$ cat src/logic/branch_ctl_params.svh
// What this block does
// - status mux normally passes live ALU flags
// - status loads ALU flags only on status-changing instruction codes
// - pop loads status from the save stack
// - condition muxes: select, two inputs from pipeline
// - flags: zero, sign, carry, overflow
// - selects 0..5 test nz, z, nn, n, c, v
// - not-zero, not-negative true on clear flag
// - true gives 11, false gives 00
// - selects 6 and 7 with bit d force codes
// - 16x4 save stack, pointer is shift register
// - push shifts one in, writes status next cycle
// - pop restores status, shifts zero in
// - pointer saturates at 1111 and 0000
// - reset clears pointer to 0000
// - enable low and push high pushes, low pops
`ifndef BRANCH_CTL_PARAMS_SVH
`define BRANCH_CTL_PARAMS_SVH

`define ADDR_CHG_MASK_LO 8'h00
`define ADDR_CHG_MASK_HI 8'h04
`define ADDR_STATE       8'h08

`define RST_CHG_MASK     32'hFFFFFFFF
`define RST_STATUS       4'h0
`define RST_PTR          4'h0

`define FLAG_ZERO        0
`define FLAG_SIGN        1
`define FLAG_CARRY       2
`define FLAG_OVFL        3

`define STATE_PTR_LSB    4

`define SEL_FORCE_A      3'h6
`define SEL_FORCE_B      3'h7

`endif

$ cat src/logic/branch_ctl_pkg.sv
package branch_ctl_pkg;

  // next-address source as the sequencer reads it, hi bit first
  typedef enum logic [1:0] {
    SRC_PC     = 2'h0,
    SRC_ADDR   = 2'h1,
    SRC_STACK  = 2'h2,
    SRC_DIRECT = 2'h3
  } src_sel_t;

  typedef logic [3:0] flags_t;
  typedef logic [3:0] ptr_t;

endpackage

$ cat src/logic/branch_status_ctl.sv
// Added by the designer: the register addresses and register access over APB.
`timescale 1ns/1ns
`include "branch_ctl_params.svh"
module branch_status_ctl
  import branch_ctl_pkg::*;
#(
  parameter int PAW = 8
) (
  // clock and reset
  input  wire logic           pclk,
  input  wire logic           presetn,
  // apb slave
  input  wire logic           psel,
  input  wire logic           penable,
  input  wire logic           pwrite,
  input  wire logic [PAW-1:0] paddr,
  input  wire logic [31:0]    pwdata,
  output      logic [31:0]    prdata,
  output      logic           pready,
  output      logic           pslverr,
  // pipeline register fields
  input  wire logic [5:0]     low_instruction_bits,
  input  wire logic [2:0]     cond_sel,
  input  wire logic           branch_bit_d,
  input  wire logic           stack_enable_n,
  input  wire logic           push_pop,
  // live alu flags
  input  wire logic [3:0]     alu_flags,
  // external interrupt pin
  input  wire logic           hw_irq,
  // sequencer next-address source
  output      logic           next_src_sel_hi,
  output      logic           next_src_sel_lo,
  // visible state
  output      logic [3:0]     status_out,
  output      logic [3:0]     stack_ptr_out
);

  // registers
  flags_t      status_ff;
  ptr_t        ptr_ff;
  logic        wr_pend_ff;
  logic [31:0] mask_lo_ff;
  logic [31:0] mask_hi_ff;
  src_sel_t    src_ff;
  logic        irq_s1_ff;
  logic        irq_s2_ff;
  logic        irq_s3_ff;
  logic        irq_lvl_ff;
  logic        pready_ff;
  logic        pslverr_ff;
  logic [31:0] prdata_ff;
  logic        fwd_vld_ff;
  ptr_t        fwd_addr_ff;
  flags_t      fwd_data_ff;

  // next values
  flags_t      nxt_status;
  ptr_t        nxt_ptr;
  src_sel_t    nxt_src;

  // wires
  flags_t      stack_rd;
  flags_t      saved_status;
  logic        fwd_hit;
  logic [63:0] chg_mask;
  logic        status_chg;
  logic        sw_push;
  logic        sw_pop;
  logic        irq_rise;
  logic        do_push;
  logic        do_pop;
  logic        flag_z;
  logic        flag_n;
  logic        flag_c;
  logic        flag_v;
  logic [7:0]  hi_data;
  logic [7:0]  lo_data;
  logic        hi_bit;
  logic        lo_bit;

  // ---------------- interrupt pin synchroniser ----------------
  always_ff @(posedge pclk or negedge presetn) begin
    if (!presetn) begin
      irq_s1_ff <= 1'b0;
      irq_s2_ff <= 1'b0;
      irq_s3_ff <= 1'b0;
    end else begin
      irq_s1_ff <= hw_irq;
      irq_s2_ff <= irq_s1_ff;
      irq_s3_ff <= irq_s2_ff;
    end
  end

  // a change counts only once stages two and three agree
  always_ff @(posedge pclk or negedge presetn) begin
    if (!presetn) begin
      irq_lvl_ff <= 1'b0;
    end else if (irq_s2_ff == irq_s3_ff) begin
      irq_lvl_ff <= irq_s2_ff;
    end
  end

  assign irq_rise = (irq_s2_ff == irq_s3_ff) && irq_s2_ff && !irq_lvl_ff;

  // ---------------- stack control decode ----------------
  assign sw_push = !stack_enable_n && push_pop;
  assign sw_pop  = !stack_enable_n && !push_pop;
  // an interrupt save beats a simultaneous software pop
  assign do_push = irq_rise || sw_push;
  assign do_pop  = sw_pop && !do_push;

  // ---------------- status register ----------------
  assign chg_mask   = {mask_hi_ff, mask_lo_ff};
  assign status_chg = chg_mask[low_instruction_bits];

  // a save still pending means the stack word is stale; take status
  // a save that landed at the last edge was missed by the registered read
  assign fwd_hit      = fwd_vld_ff && (fwd_addr_ff == ptr_ff);
  assign saved_status = wr_pend_ff ? status_ff :
                        fwd_hit    ? fwd_data_ff : stack_rd;

  always_comb begin
    nxt_status = status_ff;
    if (do_pop) begin
      nxt_status = saved_status;
    end else if (status_chg) begin
      nxt_status = alu_flags;
    end
  end

  always_ff @(posedge pclk or negedge presetn) begin
    if (!presetn) begin
      status_ff <= `RST_STATUS;
    end else begin
      status_ff <= nxt_status;
    end
  end

  // ---------------- stack pointer shift register ----------------
  // shifting keeps only the thermometer codes 0,1,3,7,15 reachable
  always_comb begin
    nxt_ptr = ptr_ff;
    if (do_push) begin
      nxt_ptr = {ptr_ff[2:0], 1'b1};
    end else if (do_pop) begin
      nxt_ptr = {1'b0, ptr_ff[3:1]};
    end
  end

  always_ff @(posedge pclk or negedge presetn) begin
    if (!presetn) begin
      ptr_ff     <= `RST_PTR;
      wr_pend_ff <= 1'b0;
    end else begin
      ptr_ff     <= nxt_ptr;
      wr_pend_ff <= do_push;
    end
  end

  // copy of the last save, for a pop one idle cycle behind a push
  always_ff @(posedge pclk or negedge presetn) begin
    if (!presetn) begin
      fwd_vld_ff  <= 1'b0;
      fwd_addr_ff <= `RST_PTR;
      fwd_data_ff <= `RST_STATUS;
    end else begin
      fwd_vld_ff  <= wr_pend_ff;
      fwd_addr_ff <= ptr_ff;
      fwd_data_ff <= status_ff;
    end
  end

  // ---------------- save stack memory ----------------
  // read address runs one cycle ahead so the word is ready at a pop
  status_stack_mem #(
    .WIDTH (4),
    .DEPTH (16),
    .AW    (4)
  ) u_stack (
    .pclk       (pclk),
    .presetn    (presetn),
    .wr_en      (wr_pend_ff),
    .wr_addr    (ptr_ff),
    .wr_data    (status_ff),
    .rd_addr    (nxt_ptr),
    .rd_data_ff (stack_rd)
  );

  // ---------------- condition code multiplexers ----------------
  assign flag_z = status_ff[`FLAG_ZERO];
  assign flag_n = status_ff[`FLAG_SIGN];
  assign flag_c = status_ff[`FLAG_CARRY];
  assign flag_v = status_ff[`FLAG_OVFL];

  // inputs 0..5 from status, 6 and 7 from the pipeline bit d
  assign hi_data = {!branch_bit_d, !branch_bit_d,
                    flag_v, flag_c, flag_n, !flag_n,
                    flag_z, !flag_z};
  assign lo_data = {!branch_bit_d, branch_bit_d,
                    flag_v, flag_c, flag_n, !flag_n,
                    flag_z, !flag_z};

  cond_mux8 u_mux_hi (
    .sel  (cond_sel),
    .data (hi_data),
    .out  (hi_bit)
  );

  cond_mux8 u_mux_lo (
    .sel  (cond_sel),
    .data (lo_data),
    .out  (lo_bit)
  );

  // same data on both muxes for 0..5 gives 11 or 00 only
  assign nxt_src = src_sel_t'({hi_bit, lo_bit});

  // registered: the source select lags the pipeline fields one cycle
  always_ff @(posedge pclk or negedge presetn) begin
    if (!presetn) begin
      src_ff <= SRC_PC;
    end else begin
      src_ff <= nxt_src;
    end
  end

  // ---------------- apb slave ----------------
  logic        apb_access;
  logic        apb_commit;
  logic        hit_lo;
  logic        hit_hi;
  logic        hit_state;
  logic        addr_hit;
  logic [31:0] rd_word;
  logic [31:0] state_word;

  assign apb_access = psel && penable;
  // a write lands only at the edge where pready is seen high
  assign apb_commit = apb_access && pready_ff && pwrite;
  assign hit_lo     = (paddr == `ADDR_CHG_MASK_LO);
  assign hit_hi     = (paddr == `ADDR_CHG_MASK_HI);
  assign hit_state  = (paddr == `ADDR_STATE);
  assign addr_hit   = hit_lo || hit_hi || hit_state;

  assign state_word = {24'h000000, ptr_ff, status_ff};
  assign rd_word    = hit_lo    ? mask_lo_ff :
                      hit_hi    ? mask_hi_ff :
                      hit_state ? state_word : 32'h00000000;

  // one wait state: pready rises on the second access cycle
  always_ff @(posedge pclk or negedge presetn) begin
    if (!presetn) begin
      pready_ff  <= 1'b0;
      pslverr_ff <= 1'b0;
      prdata_ff  <= 32'h00000000;
    end else if (apb_access && !pready_ff) begin
      pready_ff  <= 1'b1;
      pslverr_ff <= !addr_hit;
      prdata_ff  <= pwrite ? 32'h00000000 : rd_word;
    end else begin
      pready_ff  <= 1'b0;
      pslverr_ff <= 1'b0;
      prdata_ff  <= 32'h00000000;
    end
  end

  always_ff @(posedge pclk or negedge presetn) begin
    if (!presetn) begin
      mask_lo_ff <= `RST_CHG_MASK;
      mask_hi_ff <= `RST_CHG_MASK;
    end else if (apb_commit && hit_lo) begin
      mask_lo_ff <= pwdata;
    end else if (apb_commit && hit_hi) begin
      mask_hi_ff <= pwdata;
    end
  end

  // ---------------- outputs ----------------
  assign next_src_sel_hi = src_ff[1];
  assign next_src_sel_lo = src_ff[0];
  assign status_out      = status_ff;
  assign stack_ptr_out   = ptr_ff;
  assign prdata          = prdata_ff;
  assign pready          = pready_ff;
  assign pslverr         = pslverr_ff;

endmodule

$ cat src/logic/cond_mux8.sv
`timescale 1ns/1ns
module cond_mux8 (
  // selection
  input  wire logic [2:0] sel,
  input  wire logic [7:0] data,
  // result
  output      logic       out
);

  assign out = data[sel];

endmodule

$ cat src/logic/status_stack_mem.sv
`timescale 1ns/1ns
module status_stack_mem #(
  parameter int WIDTH = 4,
  parameter int DEPTH = 16,
  parameter int AW    = 4
) (
  // clock and reset
  input  wire logic             pclk,
  input  wire logic             presetn,
  // write port
  input  wire logic             wr_en,
  input  wire logic [AW-1:0]    wr_addr,
  input  wire logic [WIDTH-1:0] wr_data,
  // registered read port
  input  wire logic [AW-1:0]    rd_addr,
  output      logic [WIDTH-1:0] rd_data_ff
);

  logic [WIDTH-1:0] mem_ff [DEPTH];

  // cleared so that a pop beyond the bottom restores zeros, not x
  always_ff @(posedge pclk or negedge presetn) begin
    if (!presetn) begin
      for (int i = 0; i < DEPTH; i++) begin
        mem_ff[i] <= '0;
      end
    end else if (wr_en) begin
      mem_ff[wr_addr] <= wr_data;
    end
  end

  always_ff @(posedge pclk or negedge presetn) begin
    if (!presetn) begin
      rd_data_ff <= '0;
    end else begin
      rd_data_ff <= mem_ff[rd_addr];
    end
  end

endmodule

$ cat config.mk
export PLATFORM = sky130hd
export DESIGN_NAME = branch_status_ctl
export DESIGN_NICKNAME = d
export VERILOG_FILES = /design/src/logic/branch_ctl_pkg.sv /design/src/logic/branch_status_ctl.sv /design/src/logic/cond_mux8.sv /design/src/logic/status_stack_mem.sv
export VERILOG_INCLUDE_DIRS = /design/src /design/src/logic
export SDC_FILE = /design/constraint.sdc
export NUM_CORES = 1
export LEC_CHECK = 0
export BUFFER_PORTS_ARGS = -buffer_cell sky130_fd_sc_hd__buf_2
export CORE_ASPECT_RATIO = 0.75
export CORE_MARGIN = 8
export CORE_UTILIZATION = 40
export DETAILED_ROUTE_END_ITERATION = 10
export SKIP_CTS_REPAIR_TIMING = 1
export SYNTH_ARGS = -nofsm -noshare
export SYNTH_HDL_FRONTEND = slang
export SYNTH_SLANG_ARGS = --single-unit
export TNS_END_PERCENT = 5
$ cat constraint.sdc
create_clock -name pclk -period 1.9 [get_ports pclk]
set_input_delay 0.57 -clock pclk [delete_from_list [all_inputs] [get_ports pclk]]
set_output_delay 0.57 -clock pclk [all_outputs]
set_load 0.01 [all_outputs]
==> summary.md, run 1 <==
| Metric | Value |
|---|---|
| Status | finished, violations left |
| Violated checks | negative setup slack |
| DP Cell Count | 1180 |
| Clock Power Share | ~33% |
| Die span in y | around 140 um |
| Vias in the first global route | between 6000 and 7000 |
| Hold slack | about 80 ps |
| Synth area leader | dfrtp_1 |
| Syn avg cell area | about 12 um2 |
| Share of cells above drive strength 1 | 45.2% |
| Initial antenna violation count | 3 |
| Via-per-instance ratio | around 5.2 |
| H-tree levels | 4 |
| DRT Pass-1 Iters | 4 |
| Nets | between 900 and 1000 |
| Sw Share | between 30% and 40% |
| Final min period | roughly 1900 ps |
| RSZ-0062 raised after global routing | yes |
| P_int | between 7000 and 8000 uW |
| Clk_lat worst skew | 440 ps |
| Synthesis-stage register bit count | 190 |
| Synth Cell Area | a little under 0.009 mm2 |
| Setup violators final | 4 |
| Final hold violations | 0 |
| Most frequent cell after synthesis | dfrtp_1 |
| Non-Filler Instances | around 1200 |
| Routability Congestion | 0.879 |
| Asr flop ratio synth | 100% |
| Row count | between 40 and 50 |
| Detailed Place HPWL | roughly 16000 um |
| DRT iter0 DRCs | between 400 and 500 |
| Starting density of the core | between 40% and 50% |
| Core ar. | between 0.02 and 0.025 mm2 |
| Final Worst Setup Slack | -38.8 ps |
| Slew @ Worst Pin | 516 ps |
| Aggregate global-route resource usage | between 15 and 20% |
| Worst Setup SP | irq_s2_ff |
| Seq/Total Area, Yosys | 55.6% |
| Pwr Density | 1010 mW/mm2 |
| Critical path class | flip-flop to flip-flop |
| Yosys warnings | 0 |
| Final Max Tran Viols | 0 |
| Die outline width | ~190 um |
| I/O Pins | 106 |
| Commonest cells in the netlist | dfrtp_1 (126), nand2_1 (102), mux2_2 (91), dfstp_2 (64), nor2_1 (54) |
| Clock sinks | between 150 and 200 |
| Critical path arrival | between 2000 and 2500 ps |
| Switching power total | approximately 3400 uW |
| Total Power | roughly 11000 uW |
| Max-cap violations | 0 |
| Largest net degree at the start of global routing | approximately 40 |
| Clk buf depth | 2 |
| Worst Path Max Fanout | 8 |
| Post-synthesis cell count | ~750 |
| First-pass GRT wire length | about 36000 um |
| # DRC | 0 |
| Critical Path RT | between 2000 and 2500 ps |
| Vias | 6300 |
| Die area | between 0.02 and 0.03 mm2 |
| R2R Path Start | irq_s2_ff |
| Clock Tree Root | clkbuf_16 |
| Combinational share of power | between 20% and 30% |
| Post-DRT Antenna Nets | 0 |
| Synth-to-Final Area Change | 26.2% |
| Hold Crit Class | input port to async pin |
| Count of flip-flops with a built-in enable after synthesis | 0 |
| Syn nets | about 800 |
| Leak Pwr | slightly above 0.005 uW |
| Worst Setup End Kind | flip-flop |
| Wl on met1 | roughly 11000 um |
| DRT Wirelength | ~23000 um |
| Met2 routed wirelength | 9700 um |
| Final core utilization | 51.7% |
| Top layer in use | met5 |
| DP Worst Slack | -473 ps |
| DR WL/cell | ~19 um |
| # port buffers | between 100 and 150 |
| Clk pin slew, worst setup/hold paths | ~70 ps |
| Max Clock Freq | around 0.52 GHz |
| Post-synthesis cell type count | 49 |
| Relative slew slack | 65.5% |
| Clk_skew | ~12 ps |
| Period utilization | 102% |
| Sequential Power Share | between 40 and 50% |
| Main synth FF type | dfrtp_1 |
| Post-synth top area share | 36.2% |
| TritonCTS buffer count | 17 |
| Overflow after GRT | 0 |
| Synth area leaders | dfrtp_1 (36%), dfstp_2 (19%), mux2_2 (12%) |
| Metal3 WL | 1240 um |
| CTS tree | built |
| CP startpoint kind | flip-flop |
| Maximum vdd drop | between 0.6 and 0.7 mV |
==> metal layers <==
layer / track usage [%] / up-vias
li1: - / 2980
met1: 24.6 / 3171
met2: 24.4 / 119
met3: 4.58 / 24
met4: 4.20 / 6
met5: 0 / -
==> registers in the layout (all words and copies together) (netlist names), 2 cells and up <==
signal / count
mask_lo_ff: 32
fwd_addr_ff: 4
u_stack.rd_data_ff: 4
status_out: 4
prdata: 32
fwd_data_ff: 4
src_ff: 2
u_stack.mem_ff: 64
mask_hi_ff: 32
stack_ptr_out: 4
==> path summary, 6_finish.rpt <==
kind	end	slack (ps)	cells after the start
max in group asynchronous	mask_hi_ff[9]	1240	2
setup / recovery	u_stack.rd_data_ff[1]	-40	9
min in group pclk	irq_s1_ff	230	1
setup reg to reg	u_stack.rd_data_ff[1]	-40	9
hold / removal	prdata[31]	80	1
hold reg to reg	irq_s2_ff	350	0
==> kinds of logic after synthesis <==
| kind of cell | share of synthesized area (%) |
|---|---|
| xor gates and xnor gates | 0.503 |
| buffers and inverters | 3.49 |
| AOI/OAI and AO/OA | 8.79 |
| muxes | 20.1 |
| and+or+nand+nor | 11.5 |
| adders and majority gates | 0.144 |
| DFF | 55.6 |
==> stage by stage <==
stage | area [um2] | setup TNS [ps]
after floorplan | 8730 | -6760
after CTS | 10800 | -1100
final | 11000 | -128
after global placement | 10200 | -19040
after detailed placement | 10200 | -21350
after global routing | 11000 | -596
==> power by group through the flow <==
stage	Clock, uW	Combinational (uW)	Sequential, uW
2_1_floorplan	0	1290	5030
5_1_grt	3870	2690	5070
3_3_place_gp	0	2220	5040
6_report	3630	2460	4990
4_1_cts	3700	2260	4980
3_5_place_dp	0	2250	5050
==> worst max-delay path, stage by stage (launching register included) <==
cell and delay [ps]:
dfrtp_1 380, ha_2 190, nand2b_4 110, o21a_1 170
inv_1 80, a22o_4 300, buf_12 150, buf_4 140
a211oi_1 210, a21oi_1 70
==> layout make-up <==
cell class / count / area, um2
Inverter: 14 / 55.1
Clock inverter: 14 / 165
Multi-Input combinational cell: 496 / 3740
Antenna cell: 1 / 2.50
Fill cell: 1898 / 10300
Timing Repair Buffer: 195 / 1390
Clock buffer: 18 / 429
Sequential cell: 190 / 4830
Tap cell: 288 / 360
==> placed cells by master, fill, tap and decap left out, types with 13 or more instances in the layout <==
master and count:
a21oi_1 18, a22oi_1 30, and3_1 18, buf_2 103
buf_4 74, clkbuf_16 18, dfrtp_1 126, dfstp_2 64
mux2_1 32, mux2_2 91, mux2i_1 36, nand2_1 100
nor2_1 54, o21ai_0 13
(Power assumes the default switching activity.)
==> run 2: changes to the inputs <==
CORE_UTILIZATION = 45   (was 40)
PLACE_DENSITY = 0.67   (was unset)
==> run 2 against run 1 <==
Final cell count decreased by 3.8%. Final area about the same. Clock skew increased by 0.79 ps. Worst setup slack improved by 4.5 ps. The run still ends with negative setup slack left. Wire length increased by 1.4%.
==> summary.md, run 2 (synthesis results as in run 1) <==
| Metric | Value |
|---|---|
| H-tree levels | 4 |
| Row count | 44 |
| Clk buf depth | 2 |
| Max-cap violations | 0 |
| Violated checks | negative setup slack |
| Share of cells above drive strength 1 | about 46% |
| Die span in y | about 140 um |
| CP startpoint kind | flip-flop |
| Detailed Place HPWL | around 16000 um |
| CTS tree | built |
| Via-per-instance ratio | approximately 5.5 |
| DRT iter0 DRCs | 640 |
| TritonCTS buffer count | 17 |
| Clk_skew | 12.9 ps |
| Critical path arrival | around 2300 ps |
| Status | finished, violations left |
| Pwr Density | between 1000 and 1500 mW/mm2 |
| Design Area, Final | between 0.01 and 0.015 mm2 |
| Vias | between 6000 and 7000 |
| Critical path cell sequence | ha_2 > nand2b_4 > o21a_4 > inv_2 > a22o_4 > a311oi_2 > buf_4 > a21oi_1 > a21oi_1 |
| Maximum vdd drop | 0.530 mV |
| Overflow after GRT | 0 |
| Setup_tns | -90.3 ps |
| Die outline width | 177 um |
| Leak Pwr | between 0.005 and 0.006 uW |
| Post-DRT Antenna Nets | 0 |
| Relative slew slack | 72.3% |
| Die area | roughly 0.024 mm2 |
| Initial antenna violation count | 2 |
| Routability Congestion | slightly below 0.9 |
| Largest net degree at the start of global routing | 77 |
| Period utilization | 102% |
| Met3 GRT Util | between 4 and 5% |
| Worst Path Max Fanout | 5 |
| Cell Area, Placed | 0.0101 mm2 |
| DP Cell Count | about 1100 |
| DRT Pass-1 Iters | 5 |
| DR WL/cell | between 15 and 20 um |
| Critical path class | flip-flop to flip-flop |
| Final hold violations | 0 |
| Hold Crit Class | input port to async pin |
| Aggregate global-route resource usage | 18.9% |
| I/O Pins | approximately 110 |
| Slowest CP cell | dfrtp_1 |
| Most frequent cells in the layout | dfrtp_1 (126), buf_2 (104), nand2_1 (99) |
| Top reg by flops | u_stack.mem_ff |
| Top Usage Layer GRT | met2 |
| Setup violators final | 4 |
| Max reg flops | 64 |
| Most common cell after layout, fill and taps aside | dfrtp_1 |
| Clock Tree Root | clkbuf_16 |
| RSZ-0062 raised after global routing | yes |
| Final Max Tran Viols | 0 |
| Vias in the first global route | between 6000 and 7000 |
| Final min period | between 1500 and 2000 ps |
| Antenna Cells | 0 |
| Slowest stage delay, CP | between 300 and 400 ps |
| Final core utilization | 57.3% |
| Synth-to-Final Area Change | 26.1% |
| Critical Path RT | 2270 ps |
| Slew @ Worst Pin | slightly above 400 ps |
| # DRC | 0 |
| Core ar. | about 0.019 mm2 |
| Starting density of the core | a little under half |
| Most frequent cell on the critical path | a21oi_1 |
| Clk_lat worst skew | 440 ps |
| # port buffers | roughly 110 |
| Worst Setup End Kind | flip-flop |
| DRT Wirelength | about 23000 um |
| Met2 usage in global routing | between 20% and 30% |
| Clock sinks | 190 |
| Nets | 967 |
| Final Worst Setup Slack | -34.3 ps |
| Clk pin slew, worst setup/hold paths | approximately 70 ps |
| GRT met1 Usage | 27.2% |
| Max Clock Freq | 0.517 GHz |
| First-pass GRT wire length | approximately 35000 um |
| DP Worst Slack | -470 ps |
| Fillcell total | 1588 |
| Non-Filler Instances | between 1000 and 1500 |
[run 2: changes by cell type in the layout (fill, tap and decap cells not counted), moves of 2 or more]
cell,before,now
a311oi_1,3,1
a311oi_2,4,6
a31oi_1,7,4
a31oi_4,0,2
and3_1,18,14
and3_4,0,4
buf_4,74,55
buf_6,4,11
clkbuf_16,18,20
inv_6,3,6
inv_8,6,2
[run 2: cell type report]
cell class / count / area [um2] / area share, %
Multi-Input combinational cell: 497 / 3850 / 35.1
Timing Repair Buffer: 184 / 1330 / 12.1
Clock buffer: 19 / 475 / 4.33
Clock inverter: 13 / 113 / 1.03
Inverter: 14 / 55.1 / 0.502
Tap cell: 253 / 317 / 2.88
Sequential cell: 190 / 4830 / 44.0
[run 2: worst paths after layout]
kind | from | depth (start not counted) | end | slack [ps]
max | irq_s2_ff | 9 | u_stack.rd_data_ff[3] | -30
min | presetn | 1 | mask_hi_ff[24] | 160
max reg2reg | irq_s2_ff | 9 | u_stack.rd_data_ff[3] | -30
min reg2reg | irq_s1_ff | 0 | irq_s2_ff | 360
max in group asynchronous | presetn | 2 | mask_lo_ff[10] | 1300
min in group pclk | hw_irq | 1 | irq_s1_ff | 240
[run 2: critical path: cells and delay by family (launching register included)]
family                   cells  cell delay (ps)
AO/OA/AOI/OAI                5              950
flip-flops                   1              380
buffers and inverters        2              230
adder cells (fa/ha/maj)      1              190
AND/OR/NAND/NOR              1              120
[run 2: power by group]
| group | switching [uW] | internal, uW |
|---|---|---|
| Clock | 1690 | 1880 |
| Combinational | 1390 | 1230 |
| Sequential | 348 | 4670 |
| Total | 3430 | 7780 |
[run 2: metal layers]
layer  part of all wire [%]  routed length (um)
met1                     47               10800
met2                     44               10200
met3                    6.8                1560
met4                    1.6                 356
met5                   0.11                  26
[run 2: metrics by stage]
step,hold slack (ps),power [uW]
CTS,152,10900
finish,161,11200
floorplan,274,6310
detailed placement,344,7320
global route,155,11700
global placement,336,7260
==> run 3: changes to the inputs <==
BUFFER_PORTS_ARGS = unset   (was -buffer_cell sky130_fd_sc_hd__buf_2)
DONT_BUFFER_PORTS = 1   (was unset)
PLACE_DENSITY = unset   (was 0.67)
==> run 3 against run 2 <==
The flow finishes with violations (negative hold slack). Power shrank 3.5%. First-iteration DRC count shrank 17%. Clock skew shrank 1.3 ps. Highest routed layer is now met4.
==> summary.md, run 3 (synthesis results as in run 1) <==
| Metric | Value |
|---|---|
| Max Clock Freq | 0.535 GHz |
| Pwr Density | 1070 mW/mm2 |
| Nets | approximately 840 |
| Worst Setup End Kind | flip-flop |
| Clk_skew | between 10 and 15 ps |
| CTS tree | built |
| Starting density of the core | ~45% |
| Aggregate global-route resource usage | a little under a fifth |
| Total Power | between 10000 and 15000 uW |
| DRT iter0 DRCs | 529 |
| Sw Share | ~28% |
| Clk buf depth | 2 |
| First-pass GRT wire length | 34300 um |
| Vias | 5963 |
| DP Worst Slack | -249 ps |
| Largest net degree at the start of global routing | between 150 and 200 |
| Switching power total | around 3000 uW |
| Sequential Power Share | between 40% and 50% |
| # DRC | 0 |
| R2R Path Start | irq_s2_ff |
| Worst R2R End | u_stack.rd_data_ff[2] |
| Share of cells above drive strength 1 | a little over a third |
| Routability Congestion | 0.877 |
| Initial antenna violation count | 0 |
| Clk_lat worst skew | 440 ps |
| Final core utilization | a little over half |
| Slew @ Worst Pin | roughly 550 ps |
| Synth-to-Final Area Change | 16.4% |
| H-tree levels | 4 |
| Final Worst Setup Slack | approximately 33 ps |
| Hold slack | -153 ps |
| Sequential Area | approximately 0.0048 mm2 |
| Core ar. | about 0.019 mm2 |
| Clock sinks | 190 |
| Die outline width | roughly 180 um |
| DR WL/cell | between 20 and 25 um |
| Final Max Tran Viols | 0 |
| I/O Pins | between 100 and 150 |
| Via-per-instance ratio | ~5.7 |
| Critical path arrival | around 2200 ps |
| P_int | 7770 uW |
| Antenna Cells | 0 |
| Critical path class | flip-flop to flip-flop |
| DP Cell Count | ~1000 |
| Critical Path RT | 2200 ps |
| Vias in the first global route | 6000 |
| CP startpoint kind | flip-flop |
| Non-Filler Instances | 1044 |
| R2R depth | 9 |
| Final hold violations | ~130 |
| Clock Power Share | between 30% and 40% |
| Overflow after GRT | 0 |
| Setup crit end | u_stack.rd_data_ff[2] |
| Max-cap violations | 0 |
| Combinational share of power | between 10% and 20% |
| Fillcell total | approximately 1600 |
| Die span in y | 136 um |
| Most frequent cells in the layout | dfrtp_1 (126), nand2_1 (101), mux2_2 (91) |
| Period utilization | 98.3% |
| Detailed Place HPWL | 15500 um |
| Top reg by flops | u_stack.mem_ff |
| DRT Wirelength | 22800 um |
| Die area | 0.0241 mm2 |
| Clock Tree Root | clkbuf_16 |
| Maximum vdd drop | roughly 0.81 mV |
| Area of the multi-input gates | ~0.0038 mm2 |
| Max reg flops | 64 |
| Relative slew slack | 63.2% |
| Violated checks | negative hold slack |
| Worst R2R Setup Slack | 30 ps |
| TritonCTS buffer count | 17 |
| DRT Pass-1 Iters | 5 |
| Hold Crit Class | input port to async pin |
| Post-DRT Antenna Nets | 0 |
| Row count | 44 |
| Setup violators final | 0 |
| # port buffers | 0 |
| RSZ-0062 raised after global routing | yes |
| Leak Pwr | 0.00441 uW |
| Worst Path Max Fanout | 8 |
| Worst Setup SP | irq_s2_ff |
| Clk pin slew, worst setup/hold paths | ~70 ps |
| Status | finished, violations left |
| Final min period | roughly 1900 ps |
| Most common cell after layout, fill and taps aside | dfrtp_1 |
run 3: changes by cell type in the layout (fill, tap and decap cells not counted), moves of 3 or more:
cell	previous run	this run
and3_4	4	0
buf_12	11	8
bufinv_16	0	3
buf_4	55	46
buf_2	104	0
inv_6	6	1
clkinvlp_4	2	5
and3_1	14	18
buf_6	11	2
clkbuf_1	0	3
run 3: worst min path at each step:
stage | startpoint | endpoint
after CTS | presetn | prdata[26]
after global routing | presetn | prdata[25]
after detailed placement | presetn | prdata[26]
after floorplan | presetn | fwd_addr_ff[0]
after global placement | presetn | prdata[26]
final | presetn | prdata[25]
run 3: metal layers:
| layer | track usage, % | routed length (um) | vias up |
|---|---|---|---|
| li1 | - | - | 2691 |
| met1 | 24.9 | 10200 | 3047 |
| met2 | 27.6 | 10300 | 199 |
| met3 | 6.47 | 1840 | 26 |
| met4 | 6.99 | 426 | 0 |
| met5 | 0 | 0 | - |
run 3: worst max-delay path, stage by stage, from the launching register on:
cell,delay [ps]
dfrtp_1,350
ha_2,190
nand2b_4,70
o21a_1,140
o21ai_2,210
buf_6,160
and3_1,170
a311oi_2,50
a211oi_2,330
a21oi_1,70
run 3: cell type report:
type | instances | share of cell area (%)
clock inverters | 11 | 1.40
multi-input cells | 497 | 37.0
clock buffers | 21 | 4.45
inverters | 14 | 0.568
flip-flops and latches | 190 | 47.7
well taps | 253 | 3.12
repair buffers | 58 | 5.71
run 3: power groups by stage:
| stage | combinational (uW) | sequential [uW] | clock, uW |
|---|---|---|---|
| 2_1_floorplan | 1290 | 5030 | 0 |
| 4_1_cts | 1890 | 5080 | 3680 |
| 3_5_place_dp | 1880 | 5140 | 0 |
| 5_1_grt | 2290 | 5150 | 3850 |
| 3_3_place_gp | 1830 | 5120 | 0 |
| 6_report | 2110 | 5080 | 3620 |
run 3: stage by stage:
step                      instance area, um2  TNS [ps]
final                                  10100         0
after global placement                  9300     -5720
after detailed placement                9300     -8590
after global routing                   10100      -375
after floorplan                         8730     -6760
after CTS                               9890      -497
